==> config.mk <==
export PLATFORM = sky130hd
export DESIGN_NAME = vetr_top
export DESIGN_NICKNAME = d
export VERILOG_FILES = /design/src/verilog/vetr_pkg.sv /design/src/verilog/vetr_top.sv
export SDC_FILE = /design/constraint.sdc
export NUM_CORES = 2
export LEC_CHECK = 0
export CORE_MARGIN = 1.5
export CORE_UTILIZATION = 55
export DETAILED_ROUTE_END_ITERATION = 8
export DONT_BUFFER_PORTS = 1
export GPL_TIMING_DRIVEN = 0
export PLACE_DENSITY = 0.8
export SYNTH_ARGS = -nofsm -noshare
export SYNTH_HDL_FRONTEND = slang
export SYNTH_SLANG_ARGS = --single-unit
==> constraint.sdc <==
create_clock -name clk_sys -period 24.1 [get_ports clk_sys]
set_clock_uncertainty 0.05 [all_clocks]
set_input_delay 1.205 -clock clk_sys [delete_from_list [all_inputs] [get_ports clk_sys]]
set_output_delay 1.205 -clock clk_sys [all_outputs]
set_load 0.005 [all_outputs]
==> src/verilog/vetr_pkg.sv <==
// package for the vlan egress tag rewrite block
// assumes one switch core clock; port tables are indexed by port number
package vetr_pkg;

  localparam int VID_W        = 12;
  localparam int NUM_PORTS    = 8;
  localparam int PORT_W       = 3;
  localparam int CVID_ENTRIES = 16;
  localparam int CIDX_W       = 4;
  localparam int PCP_W        = 3;
  localparam int COS_W        = 3;

  // reset values
  localparam logic [11:0] RST_VID  = 12'h001;
  localparam logic [7:0]  RST_MASK = 8'h00;

  // tag actions on the egress frame
  typedef enum logic [3:0] {
    VETR_ACT_KEEP    = 4'h1,
    VETR_ACT_REPLACE = 4'h2,
    VETR_ACT_STRIP   = 4'h4,
    VETR_ACT_PUSH    = 4'h8
  } vetr_act_type;

  // port configuration word (port_vlan_ctrl)
  typedef struct packed {
    logic              svc_tag_secure_en;
    logic              cust_tag_secure_en;
    logic              svc_passthrough;
    logic              tag_passthrough_mode;
    logic              stag_en;
    logic              cos_from_stag;
    logic [VID_W-1:0]  svc_default_vid;
    logic [VID_W-1:0]  port_default_vid;
  } vetr_port_cfg_type;

  // customer vlan membership entry
  typedef struct packed {
    logic [VID_W-1:0]     vid;
    logic [NUM_PORTS-1:0] port_members;
    logic [NUM_PORTS-1:0] tag_members;
    logic                 reserved;
  } vetr_cvlan_type;

  // classified frame from ingress
  typedef struct packed {
    logic [PORT_W-1:0] in_port;
    logic [PORT_W-1:0] eg_port;
    logic              has_stag;
    logic              has_ctag;
    logic [VID_W-1:0]  svid;
    logic [PCP_W-1:0]  spcp;
    logic              sdei;
    logic [VID_W-1:0]  cvid;
    logic [PCP_W-1:0]  cpcp;
    logic              alt_svid_en;
    logic [VID_W-1:0]  alt_svid;
    logic              alt_cvid_en;
    logic [VID_W-1:0]  alt_cvid;
    logic              pmap_mux;
    logic [NUM_PORTS-1:0] pmap;
    logic              cust_ignore;
  } vetr_frame_type;

  // egress decision
  typedef struct packed {
    logic [VID_W-1:0]  svid;
    logic [VID_W-1:0]  cvid;
    logic [VID_W-1:0]  group_vid;
    logic [CIDX_W-1:0] group_idx;
    logic              group_hit;
    logic [NUM_PORTS-1:0] svc_members;
    logic              cust_member;
    logic              svc_tag_out;
    vetr_act_type      cust_act;
    logic [1:0]        tag_delta_sel;
    logic [COS_W-1:0]  cos;
    logic [PCP_W-1:0]  out_cpcp;
    logic [PCP_W-1:0]  out_spcp;
    logic              out_dei;
  } vetr_result_type;

endpackage

==> src/verilog/vetr_top.sv <==
// vlan egress tag rewrite: port config, customer vlan table, egress decision
// assumes classifier and frame editor run on clk_sys with valid/ready handshakes
//
// Our own choices: the register addresses and strobed register access.
`timescale 1ns/10ps
`default_nettype none

// Function
// - secure mode associates every frame of a port with its default group
// - secure, egress port and tag member: replace tag, count unchanged
// - secure, port member only: strip original tag, count minus one
// - secure mode acts on service and customer tag, each with its own enable
// - passthrough, port and tag member: push default tag, count plus one
// - passthrough, port member only: send frame unmodified
// - customer table holds a reserved flag per group
// - reserved customer tag with tag member egress: overwrite vid with default
// - reserved replacement on customer tags only, selected per group
// - membership checked against the translated egress group
// - default service vid when untagged, passthrough or secure
// - received service vid kept otherwise
// - alternative service vid from flow action wins
// - default customer vid when untagged, passthrough, secure or reserved
// - received customer vid kept otherwise
// - alternative customer vid from flow action wins unless customer tag is ignored
// - cos from service pcp or customer pcp
// - pcp regenerated from the assigned cos; dei copied from service dei when cos taken from it
// - per port default vid; untagged frames join the default group
// - single tag uses outer customer tag; double tag uses both
// - flow port bitmap used as service members when mux control set
module vetr_top
(
  input  wire logic                       clk_sys,
  input  wire logic                       rst,
  input  wire logic [7:0]                 cfg_addr,
  input  wire logic [31:0]                cfg_wdata,
  input  wire logic                       cfg_wr,
  input  wire logic                       cfg_rd,
  output logic [31:0]                     cfg_rdata,
  input  wire logic                       in_valid,
  output logic                            in_ready,
  input  wire vetr_pkg::vetr_frame_type   in_frame,
  output logic                            out_valid,
  input  wire logic                       out_ready,
  output vetr_pkg::vetr_result_type       out_result
);

  // register map: 0x00..0x1c port cfg lo, 0x20..0x3c port cfg hi
  // 0x40+4*i cvlan vid/reserved, 0x80+4*i members, 0xc0 status
  localparam logic [7:0] OFF_PCFG_LO = 8'h00;
  localparam logic [7:0] OFF_PCFG_HI = 8'h20;
  localparam logic [7:0] OFF_CVID    = 8'h40;
  localparam logic [7:0] OFF_CMEM    = 8'h80;
  localparam logic [7:0] OFF_STAT    = 8'hc0;

  vetr_pkg::vetr_port_cfg_type port_vlan_ctrl_ff [vetr_pkg::NUM_PORTS];
  vetr_pkg::vetr_port_cfg_type nxt_port_vlan_ctrl [vetr_pkg::NUM_PORTS];
  vetr_pkg::vetr_cvlan_type    cvlan_ff [vetr_pkg::CVID_ENTRIES];
  vetr_pkg::vetr_cvlan_type    nxt_cvlan [vetr_pkg::CVID_ENTRIES];
  logic [31:0]                 rdata_ff;
  logic [31:0]                 nxt_rdata;
  logic                        valid_ff;
  logic                        nxt_valid;
  vetr_pkg::vetr_result_type   result_ff;
  vetr_pkg::vetr_result_type   nxt_result;
  logic [15:0]                 frame_cnt_ff;
  logic [15:0]                 nxt_frame_cnt;

  // lookup of customer vid in the membership table
  function automatic logic [vetr_pkg::CIDX_W:0] cvlan_find(
    input vetr_pkg::vetr_cvlan_type tbl [vetr_pkg::CVID_ENTRIES],
    input logic [vetr_pkg::VID_W-1:0] vid
  );
    logic [vetr_pkg::CIDX_W:0] res;
    res = '0;
    for (int i = vetr_pkg::CVID_ENTRIES - 1; i >= 0; i--)
    begin
      if (tbl[i].vid == vid)
      begin
        res = {1'b1, i[vetr_pkg::CIDX_W-1:0]};
      end
    end
    return res;
  endfunction

  // configuration registers
  always_comb
  begin
    logic [2:0] pi;
    logic [3:0] ci;
    pi = cfg_addr[4:2];
    ci = cfg_addr[5:2];
    nxt_port_vlan_ctrl = port_vlan_ctrl_ff;
    nxt_cvlan = cvlan_ff;
    nxt_rdata = 32'h0000_0000;
    if (cfg_wr)
    begin
      if (cfg_addr[7:5] == OFF_PCFG_LO[7:5])
      begin
        nxt_port_vlan_ctrl[pi].port_default_vid = cfg_wdata[11:0];
        nxt_port_vlan_ctrl[pi].svc_default_vid = cfg_wdata[27:16];
      end
      else if (cfg_addr[7:5] == OFF_PCFG_HI[7:5])
      begin
        nxt_port_vlan_ctrl[pi].svc_tag_secure_en = cfg_wdata[0];
        nxt_port_vlan_ctrl[pi].cust_tag_secure_en = cfg_wdata[1];
        nxt_port_vlan_ctrl[pi].svc_passthrough = cfg_wdata[2];
        nxt_port_vlan_ctrl[pi].tag_passthrough_mode = cfg_wdata[3];
        nxt_port_vlan_ctrl[pi].stag_en = cfg_wdata[4];
        nxt_port_vlan_ctrl[pi].cos_from_stag = cfg_wdata[5];
      end
      else if (cfg_addr[7:6] == OFF_CVID[7:6])
      begin
        nxt_cvlan[ci].vid = cfg_wdata[11:0];
        nxt_cvlan[ci].reserved = cfg_wdata[16];
      end
      else if (cfg_addr[7:6] == OFF_CMEM[7:6])
      begin
        nxt_cvlan[ci].port_members = cfg_wdata[7:0];
        nxt_cvlan[ci].tag_members = cfg_wdata[15:8];
      end
    end
    if (cfg_rd)
    begin
      if (cfg_addr[7:5] == OFF_PCFG_LO[7:5])
      begin
        nxt_rdata = {4'h0, port_vlan_ctrl_ff[pi].svc_default_vid,
                     4'h0, port_vlan_ctrl_ff[pi].port_default_vid};
      end
      else if (cfg_addr[7:5] == OFF_PCFG_HI[7:5])
      begin
        nxt_rdata = {26'h000_0000, port_vlan_ctrl_ff[pi].cos_from_stag,
                     port_vlan_ctrl_ff[pi].stag_en,
                     port_vlan_ctrl_ff[pi].tag_passthrough_mode,
                     port_vlan_ctrl_ff[pi].svc_passthrough,
                     port_vlan_ctrl_ff[pi].cust_tag_secure_en,
                     port_vlan_ctrl_ff[pi].svc_tag_secure_en};
      end
      else if (cfg_addr[7:6] == OFF_CVID[7:6])
      begin
        nxt_rdata = {15'h0000, cvlan_ff[ci].reserved, 4'h0, cvlan_ff[ci].vid};
      end
      else if (cfg_addr[7:6] == OFF_CMEM[7:6] && cfg_addr != OFF_STAT)
      begin
        nxt_rdata = {16'h0000, cvlan_ff[ci].tag_members, cvlan_ff[ci].port_members};
      end
      if (cfg_addr == OFF_STAT)
      begin
        nxt_rdata = {15'h0000, valid_ff, frame_cnt_ff};
      end
    end
  end

  always_ff @(posedge clk_sys or posedge rst)
  begin
    if (rst)
    begin
      for (int i = 0; i < vetr_pkg::NUM_PORTS; i++)
      begin
        port_vlan_ctrl_ff[i] <= '{default: '0, port_default_vid: vetr_pkg::RST_VID,
                                  svc_default_vid: vetr_pkg::RST_VID};
      end
      for (int i = 0; i < vetr_pkg::CVID_ENTRIES; i++)
      begin
        cvlan_ff[i] <= '0;
      end
      rdata_ff <= 32'h0000_0000;
    end
    else
    begin
      port_vlan_ctrl_ff <= nxt_port_vlan_ctrl;
      cvlan_ff <= nxt_cvlan;
      rdata_ff <= nxt_rdata;
    end
  end

  assign cfg_rdata = rdata_ff;
  assign in_ready = !valid_ff || out_ready;
  assign out_valid = valid_ff;
  assign out_result = result_ff;

  // egress decision
  always_comb
  begin
    vetr_pkg::vetr_port_cfg_type pc;
    vetr_pkg::vetr_port_cfg_type ec;
    logic [vetr_pkg::CIDX_W:0]   rx_hit;
    logic [vetr_pkg::CIDX_W:0]   eg_hit;
    logic                        rx_reserved;
    logic                        ctag_seen;
    logic                        stag_seen;
    logic                        port_mem;
    logic                        tag_mem;
    logic [vetr_pkg::VID_W-1:0]  cv;
    pc = port_vlan_ctrl_ff[in_frame.in_port];
    ec = port_vlan_ctrl_ff[in_frame.eg_port];
    eg_hit = '0;
    port_mem = 1'b0;
    tag_mem = 1'b0;
    cv = '0;
    ctag_seen = in_frame.has_ctag && !in_frame.cust_ignore;
    stag_seen = in_frame.has_stag;
    rx_hit = cvlan_find(cvlan_ff, in_frame.cvid);
    rx_reserved = ctag_seen && rx_hit[vetr_pkg::CIDX_W] &&
                  cvlan_ff[rx_hit[vetr_pkg::CIDX_W-1:0]].reserved;
    nxt_result = result_ff;
    nxt_valid = valid_ff && !out_ready;
    nxt_frame_cnt = frame_cnt_ff;
    if (in_valid && in_ready)
    begin
      nxt_valid = 1'b1;
      nxt_frame_cnt = frame_cnt_ff + 16'h0001;
      if (!stag_seen || pc.svc_passthrough || pc.svc_tag_secure_en)
        nxt_result.svid = pc.svc_default_vid;
      else
        nxt_result.svid = in_frame.svid;
      if (in_frame.alt_svid_en)
        nxt_result.svid = in_frame.alt_svid;
      if (!ctag_seen || pc.tag_passthrough_mode || pc.cust_tag_secure_en || rx_reserved)
        cv = pc.port_default_vid;
      else
        // received customer vid; outer customer tag
        cv = in_frame.cvid;
      if (in_frame.alt_cvid_en)
        cv = in_frame.alt_cvid;
      if (in_frame.cust_ignore)
        cv = in_frame.cvid;
      nxt_result.cvid = cv;
      eg_hit = cvlan_find(cvlan_ff, cv);
      nxt_result.group_vid = cv;
      nxt_result.group_hit = eg_hit[vetr_pkg::CIDX_W];
      nxt_result.group_idx = eg_hit[vetr_pkg::CIDX_W-1:0];
      port_mem = eg_hit[vetr_pkg::CIDX_W] &&
                 cvlan_ff[eg_hit[vetr_pkg::CIDX_W-1:0]].port_members[in_frame.eg_port];
      tag_mem = eg_hit[vetr_pkg::CIDX_W] &&
                cvlan_ff[eg_hit[vetr_pkg::CIDX_W-1:0]].tag_members[in_frame.eg_port];
      nxt_result.cust_member = port_mem || in_frame.cust_ignore;
      if (in_frame.pmap_mux)
        nxt_result.svc_members = in_frame.pmap;
      else
        nxt_result.svc_members = {vetr_pkg::NUM_PORTS{1'b1}};
      // double tag: service tag on stag ports
      nxt_result.svc_tag_out = ec.stag_en;
      nxt_result.tag_delta_sel = 2'b01;
      nxt_result.cust_act = vetr_pkg::VETR_ACT_KEEP;
      if (in_frame.cust_ignore)
        nxt_result.cust_act = vetr_pkg::VETR_ACT_KEEP;
      else if (pc.cust_tag_secure_en && ctag_seen)
      begin
        if (tag_mem)
          nxt_result.cust_act = vetr_pkg::VETR_ACT_REPLACE;
        else
        begin
          nxt_result.cust_act = vetr_pkg::VETR_ACT_STRIP;
          nxt_result.tag_delta_sel = 2'b00;
        end
      end
      else if (pc.tag_passthrough_mode && ctag_seen)
      begin
        if (tag_mem)
        begin
          nxt_result.cust_act = vetr_pkg::VETR_ACT_PUSH;
          nxt_result.tag_delta_sel = 2'b10;
        end
        else
          nxt_result.cust_act = vetr_pkg::VETR_ACT_KEEP;
      end
      else if (rx_reserved && tag_mem)
        nxt_result.cust_act = vetr_pkg::VETR_ACT_REPLACE;
      else if (!ctag_seen && tag_mem)
      begin
        nxt_result.cust_act = vetr_pkg::VETR_ACT_PUSH;
        nxt_result.tag_delta_sel = 2'b10;
      end
      else if (ctag_seen && !tag_mem)
      begin
        nxt_result.cust_act = vetr_pkg::VETR_ACT_STRIP;
        nxt_result.tag_delta_sel = 2'b00;
      end
      else if (ctag_seen && cv != in_frame.cvid)
        nxt_result.cust_act = vetr_pkg::VETR_ACT_REPLACE;
      if (stag_seen && pc.cos_from_stag)
        nxt_result.cos = in_frame.spcp;
      else if (ctag_seen)
        nxt_result.cos = in_frame.cpcp;
      else
        nxt_result.cos = '0;
      nxt_result.out_cpcp = nxt_result.cos;
      nxt_result.out_spcp = nxt_result.cos;
      nxt_result.out_dei = stag_seen && pc.cos_from_stag && in_frame.sdei;
    end
  end

  always_ff @(posedge clk_sys or posedge rst)
  begin
    if (rst)
    begin
      valid_ff <= 1'b0;
      result_ff <= '0;
      frame_cnt_ff <= 16'h0000;
    end
    else
    begin
      valid_ff <= nxt_valid;
      result_ff <= nxt_result;
      frame_cnt_ff <= nxt_frame_cnt;
    end
  end

endmodule

`default_nettype wire

== Word-level counts from Yosys, hierarchy flattened ==
Index checks and enable logic that the tools add are counted.

* $add $sub $neg: 1
* Magnitude comparators: 9
* Eq/ne operators: 38
* Muxes and demuxes: 125
* Bitwise operators: 8
* Reduce and logical (&&, ||, !) cells: 36

{| class="wikitable"
|+ Operator list
! kind !! count
|-
| 240-bit bitwise mux || 8
|-
| 464-bit bitwise mux || 4
|-
| 464-bit 2-to-1 mux || 2
|-
| 30-bit demux with 3-bit select || 8
|-
| 240-bit 2-to-1 mux || 2
|-
| 29-bit demux with 4-bit select || 4
|-
| 12-bit == test || 32
|-
| 29-bit binary-select mux with 4-bit select || 3
|-
| 30-bit binary-select mux with 3-bit select || 3
|-
| 5-bit 2-to-1 mux || 33
|-
| 30-bit 2-to-1 mux || 5
|-
| 29-bit 2-to-1 mux || 4
|-
| 17-bit 2-to-1 mux || 5
|-
| 12-bit 2-to-1 mux || 7
|-
| 26-bit 2-to-1 mux || 3
|-
| 32-bit 2-to-1 mux || 2
|-
| 28-bit 2-to-1 mux || 2
|-
| 27-bit 2-to-1 mux || 1
|-
| 25-bit 2-to-1 mux || 1
|-
| 24-bit 2-to-1 mux || 1
|-
| 1-bit logical AND || 18
|-
| 6-bit 2-to-1 mux || 3
|-
| 16-bit by 1-bit adder with 16-bit output (second input constant) || 1
|-
| 16-bit 2-to-1 mux || 1
|-
| other kinds (27) || 64
|}

* Flip-flop bits (word level): 802
* Bits of input ports: 121

== Longest topological paths before layout ==
* Depth after elaboration: 60
* Mapped depth: 39

== Worst setup path before layout ==
Ideal clock, no wire load.

* Path kind: input to register
* From: input in_frame[48] (netlist name)
* To: register result_ff, in the netlist out_result[12]
* Library setup time: 0.077 ns
* Arrival: 7.667 ns
* Slack: 16.306 ns
* Stages on the path: 33
* Path through: buf_4 xor2_1 nor4_1 nand3_2 o2111ai_1 a21boi_1 a21o_2 a2111oi_0 or4_4 o21bai_4 o31a_1 and2_1 buf_4 buf_6 xnor2_1 nor4_1 nand4_1 and2_1 and3_1 buf_6 a211o_1 buf_6 mux2i_1 mux4_2 mux2i_1 o211ai_1 o21a_1 o311a_1 buf_4 ha_1 o31ai_1 o21ai_0 a21oi_1

* Cells in the longest elaborated chain, start to end: 60
* Elaborated cells between the ends (all ways): 97
* Classes of those cells: eq/ne (33); mux (53); bitwise (2); reduce/logical (9)

{| class="wikitable"
|+ Ends and longest elaborated chain
! item !! RTL line !! text
|-
| start, declared || vetr_top.sv:41 || <nowiki>input wire vetr_pkg::vetr_frame_type in_frame,</nowiki>
|-
| 12-bit == test || vetr_top.sv:77 || <nowiki>if (tbl[i].vid == vid)</nowiki>
|-
| 5-bit 2-to-1 mux (16 in a row) || vetr_top.sv:77 ||
|-
| 4-bit NOT with 5-bit output (not written as such) || vetr_top.sv:204 || <nowiki>cvlan_ff[rx_hit[vetr_pkg::CIDX_W-1:0]].reserved;</nowiki>
|-
| 29-bit binary-select mux with 4-bit select || vetr_top.sv:204 ||
|-
| 1-bit 2-to-1 mux (not written as such) (2 in a row) || vetr_top.sv:204 ||
|-
| 1-bit logical AND || vetr_top.sv:203 || <nowiki>rx_reserved = ctag_seen && rx_hit[vetr_pkg::CIDX_W] &&</nowiki>
|-
| 1-bit logical OR || vetr_top.sv:218 || <nowiki>if (!ctag_seen || pc.tag_passthrough_mode || pc.cust_tag_secure_en || rx_reserved)</nowiki>
|-
| 12-bit 2-to-1 mux || vetr_top.sv:218 ||
|-
| [... 28 more ...] || n/a ||
|-
| 1-bit zero test || vetr_top.sv:274 || <nowiki>else if (ctag_seen && !tag_mem)</nowiki>
|-
| 1-bit logical AND || vetr_top.sv:274 ||
|-
| 4-bit 2-to-1 mux || vetr_top.sv:274 ||
|-
| 6-bit 2-to-1 mux || vetr_top.sv:269 || <nowiki>else if (!ctag_seen && tag_mem)</nowiki>
|-
| 4-bit 2-to-1 mux || vetr_top.sv:267 || <nowiki>else if (rx_reserved && tag_mem)</nowiki>
|-
| 6-bit 2-to-1 mux (*) || vetr_top.sv:257 || <nowiki>else if (pc.tag_passthrough_mode && ctag_seen)</nowiki>
|-
| 6-bit 2-to-1 mux (*) || vetr_top.sv:247 || <nowiki>else if (pc.cust_tag_secure_en && ctag_seen)</nowiki>
|-
| 4-bit 2-to-1 mux (*) || vetr_top.sv:245 || <nowiki>if (in_frame.cust_ignore)</nowiki>
|-
| end signal, assigned || vetr_top.sv:304 || <nowiki>result_ff <= nxt_result;</nowiki>
|-
| end, declared || vetr_top.sv:63 || <nowiki>vetr_pkg::vetr_result_type result_ff;</nowiki>
|}

Every way passes the cells marked *; elsewhere a longest branch is shown, timed or not. The select of a mux whose other input is x is not followed.
A chain may end at the register's enable or synchronous reset.

== Final worst setup path ==
* From: input in_frame[42] (netlist name)
* To: register result_ff, in the netlist out_result[12]

The elaborated chain is that of the path after synthesis.

==> results.py <==
metrics = {
    "critical_path": {
        "crit_slowest_cell": "clkbuf_1",
        "crit_fanout": 11,
        "worstSetupPathType": "input port to flip-flop",
        "cp_data_required_time_ns": 24.64,
        "crit_family": "compound AO/OA/AOI/OAI gates",
        "endpoint_kind": "flip-flop",
        "critPathBufInv": 8,
        "critPathLaunchType": "input port",
        "max_stage_delay_ns": 1.02,
        "cp_data_arrival_time_ns": 11.57,
    },
    "sta": {
        "finalHoldViolCount": 0,
        "tightest_slew_ns": 1.54,
        "final.setup.worst_slack_ns": 13.07,
        "report.final.slew_viol_count": 22,
        "setup_viol": 0,
        "relSlewSlack": -0.0263,
        "fin_crit_sh": 0.457,
        "rsz0062_at_grt": "false",
        "tns_ns": 0,
        "min_period_ns": 11.03,
        "fmax_mhz": 90.7,
    },
    "job": {
        "drv_cap": 2,
    },
    "yosys": {
        "synth_seq_cells": 797,
        "synth_top_area_frac": 0.421,
        "synth.distinct_cells": 100,
        "async_flop_share": 1.00,
        "yosysWarnings": 0,
        "syn_area_per_cell_um2": 12.5,
        "synth_area_leaders": "dfrtp_1 42%, mux2_2 18%, mux4_2 13%, xor2_1 4.8%, xnor2_1 2.6%",
        "yosysTopAreaCell": "dfrtp_1",
        "yosysSeqAreaShare": 0.430,
        "synth_area_um2": 46400,
        "synth_edf_count": 0,
        "synthFlopType": "dfrtp_1",
        "synthCells": 3703,
    },
    "layout": {
        "fillers": 6511,
        "synthToLayoutAreaGrowth_pct": 9.68,
        "multi_input_area_um2": 24700,
        "nets": 3930,
        "layout_common_cells": "781 x dfrtp_1, 724 x mux2_2, 271 x mux4_2",
        "drive_above_1_share": 0.335,
        "ff_latch_area_um2": 20000,
        "design_area_um2": 50900,
        "fin_cells": 4962,
        "layout_commonest_cell": "dfrtp_1",
    },
    "hold_path": {
        "hold_path_class": "input port to asynchronous set/reset pin",
    },
    "die": {
        "ios": 222,
        "std_cell_rows": 106,
        "dieArea_um2": 86200,
        "core_area_um2": 83600,
        "start_util": 0.556,
        "fp.dieH_um": 294,
        "die_w_um": 294,
    },
    "place": {
        "dpl.hpwl_um": 127000,
        "placedCellCount": 4793,
        "routabilityCongestion": 1.05,
        "port_buffers": 0,
        "placed_cell_area_um2": 48000,
        "dp_slack_ns": 12.99,
    },
    "global_route": {
        "grt_pass1_wl_um": 249000,
        "grt_overflow": 0,
        "grt_pass1_vias": 34700,
        "grt_use_total": 0.405,
        "grt_start_max_net_pins": 130,
        "antenna_found_initial": 19,
    },
    "run_status": {
        "status": "finished with violations",
        "violations": "max-capacitance violations, max-slew violations",
    },
    "clock_tree": {
        "clock_latency_ns": 0.67,
        "htreeDepth": 3,
        "cts_resized": 0,
        "clkTransAtPathRegs_ns": 0.06,
        "cts_setup_buffers": 0,
        "cts_sinks": 797,
        "cts_tree": "done",
        "numCtsBuffers": 86,
        "cts_hold_buf": 0,
        "root_buffer": "clkbuf_16",
        "clk_path_buf_depth": 3,
    },
    "detailed_routing": {
        "first_pass_iters": 6,
        "final_antenna_net_count": 0,
        "vias_per_cell": 7.12,
        "routedWlPerCell_um": 35.2,
        "drt_iter0_drc": 4622,
        "totalWireLength_um": 175000,
        "drc": 0,
        "vias": 35300,
    },
    "pwr": {
        "p_leak_uw": 0.0228,
        "powerDensity_nw_per_um2": 73.9,
        "ir_worst_vdd_mv": 0.0561,
        "total_power_uw": 3760,
    },
}
stage by stage:
step | hold slack, ns | util
global route | 0.434 | 0.609
detailed placement | 0.417 | 0.574
CTS | 0.406 | 0.609
floorplan | 0.396 | -
global placement | 0.414 | 0.572
finish | 0.373 | 0.609
worst paths after layout:
kind	from	end	slack (ns)	cells after the start
worst max-delay path	in_frame[42]	out_result[12]$_DFFE_PP0P_	13.07	33
worst min-delay path	rst	out_result[63]$_DFFE_PP0P_	0.37	1
worst max register to register	cvlan_ff[307]$_DFFE_PP0P_	out_result[12]$_DFFE_PP0P_	13.44	31
worst min register to register	frame_cnt_ff[15]$_DFFE_PP0P_	frame_cnt_ff[15]$_DFFE_PP0P_	0.43	1
max in group asynchronous	rst	cvlan_ff[216]$_DFFE_PP0P_	21.69	4
min in group clk_sys	frame_cnt_ff[15]$_DFFE_PP0P_	frame_cnt_ff[15]$_DFFE_PP0P_	0.43	1
cell usage after synthesis, types with 5 or more instances:
library cell / number
buf_1: 50
nor2b_1: 22
a32oi_1: 5
and3_1: 24
o21ai_0: 67
nand4b_1: 9
dfstp_2: 16
o31a_1: 5
nand2_1: 241
a221oi_1: 12
a2bb2oi_1: 6
nor3_1: 40
ha_1: 7
dfrtp_1: 781
nand2b_1: 13
and2_1: 22
o21a_1: 9
xor2_1: 253
nor2_1: 128
buf_2: 22
or3_1: 7
mux2_2: 724
o2111ai_1: 5
a2111oi_0: 9
nand3_1: 51
a21oi_1: 75
mux2i_1: 83
xnor2_1: 137
inv_1: 29
a31oi_1: 25
nand4_1: 43
clkbuf_1: 184
o22ai_1: 8
o211a_1: 9
o211ai_1: 13
nor4_1: 64
buf_4: 46
a22oi_1: 13
a211oi_1: 26
mux4_2: 271
buf_6: 30
worst reg2reg max path: cells and delay by family, from the launching register on:
family	cells	cell delay (ns)
adders and majority gates	1	0.24
xor gates and xnor gates	2	0.42
buffers and inverters	6	2.28
and+or+nand+nor	9	3.26
AOI/OAI and AO/OA	13	3.87
DFF	1	0.47
per-layer routing:
layer	wire [um]	vias to the layer above	track usage	part of all wire
met5	94	-	0	0.00054
met4	14200	14	0.272	0.081
met3	22100	732	0.134	0.13
met2	76600	2640	0.601	0.44
met1	61800	18100	0.504	0.35
li1	-	13900	-	-
cell type report:
| type | instances | area share |
|---|---|---|
| repair buffers | 8 | 0.00408 |
| plain buffers | 332 | 0.0328 |
| multi-input cells | 2548 | 0.485 |
| inverters | 29 | 0.00229 |
| well taps | 1080 | 0.0265 |
| diodes | 11 | 0.000541 |
| flip-flops and latches | 797 | 0.392 |
| clock buffers | 118 | 0.0474 |
| clock inverters | 39 | 0.00904 |
cell families after synthesis:
family / count (synthesis) / synth area share
xor gates and xnor gates: 390 / 0.0736
DFF: 797 / 0.430
buffers and inverters: 361 / 0.0384
and+or+nand+nor: 703 / 0.0751
AOI/OAI and AO/OA: 363 / 0.0552
adders and majority gates: 7 / 0.00189
other: 1 / 0.0000808
muxes: 1081 / 0.326
registers in the layout, indices dropped and copies added, names as in the netlist:
| signal | flops |
|---|---|
| cvlan_ff | 464 |
| port_vlan_ctrl_ff | 240 |
| out_result | 48 |
| cfg_rdata | 28 |
| frame_cnt_ff | 16 |
| out_valid | 1 |
report_power, final:
group / total [uW] / internal (uW) / switching (uW)
registers: 1680 / 1510 / 172
logic: 716 / 350 / 366
clock network: 1360 / 765 / 599
Power figures use the tool's default switching activity.
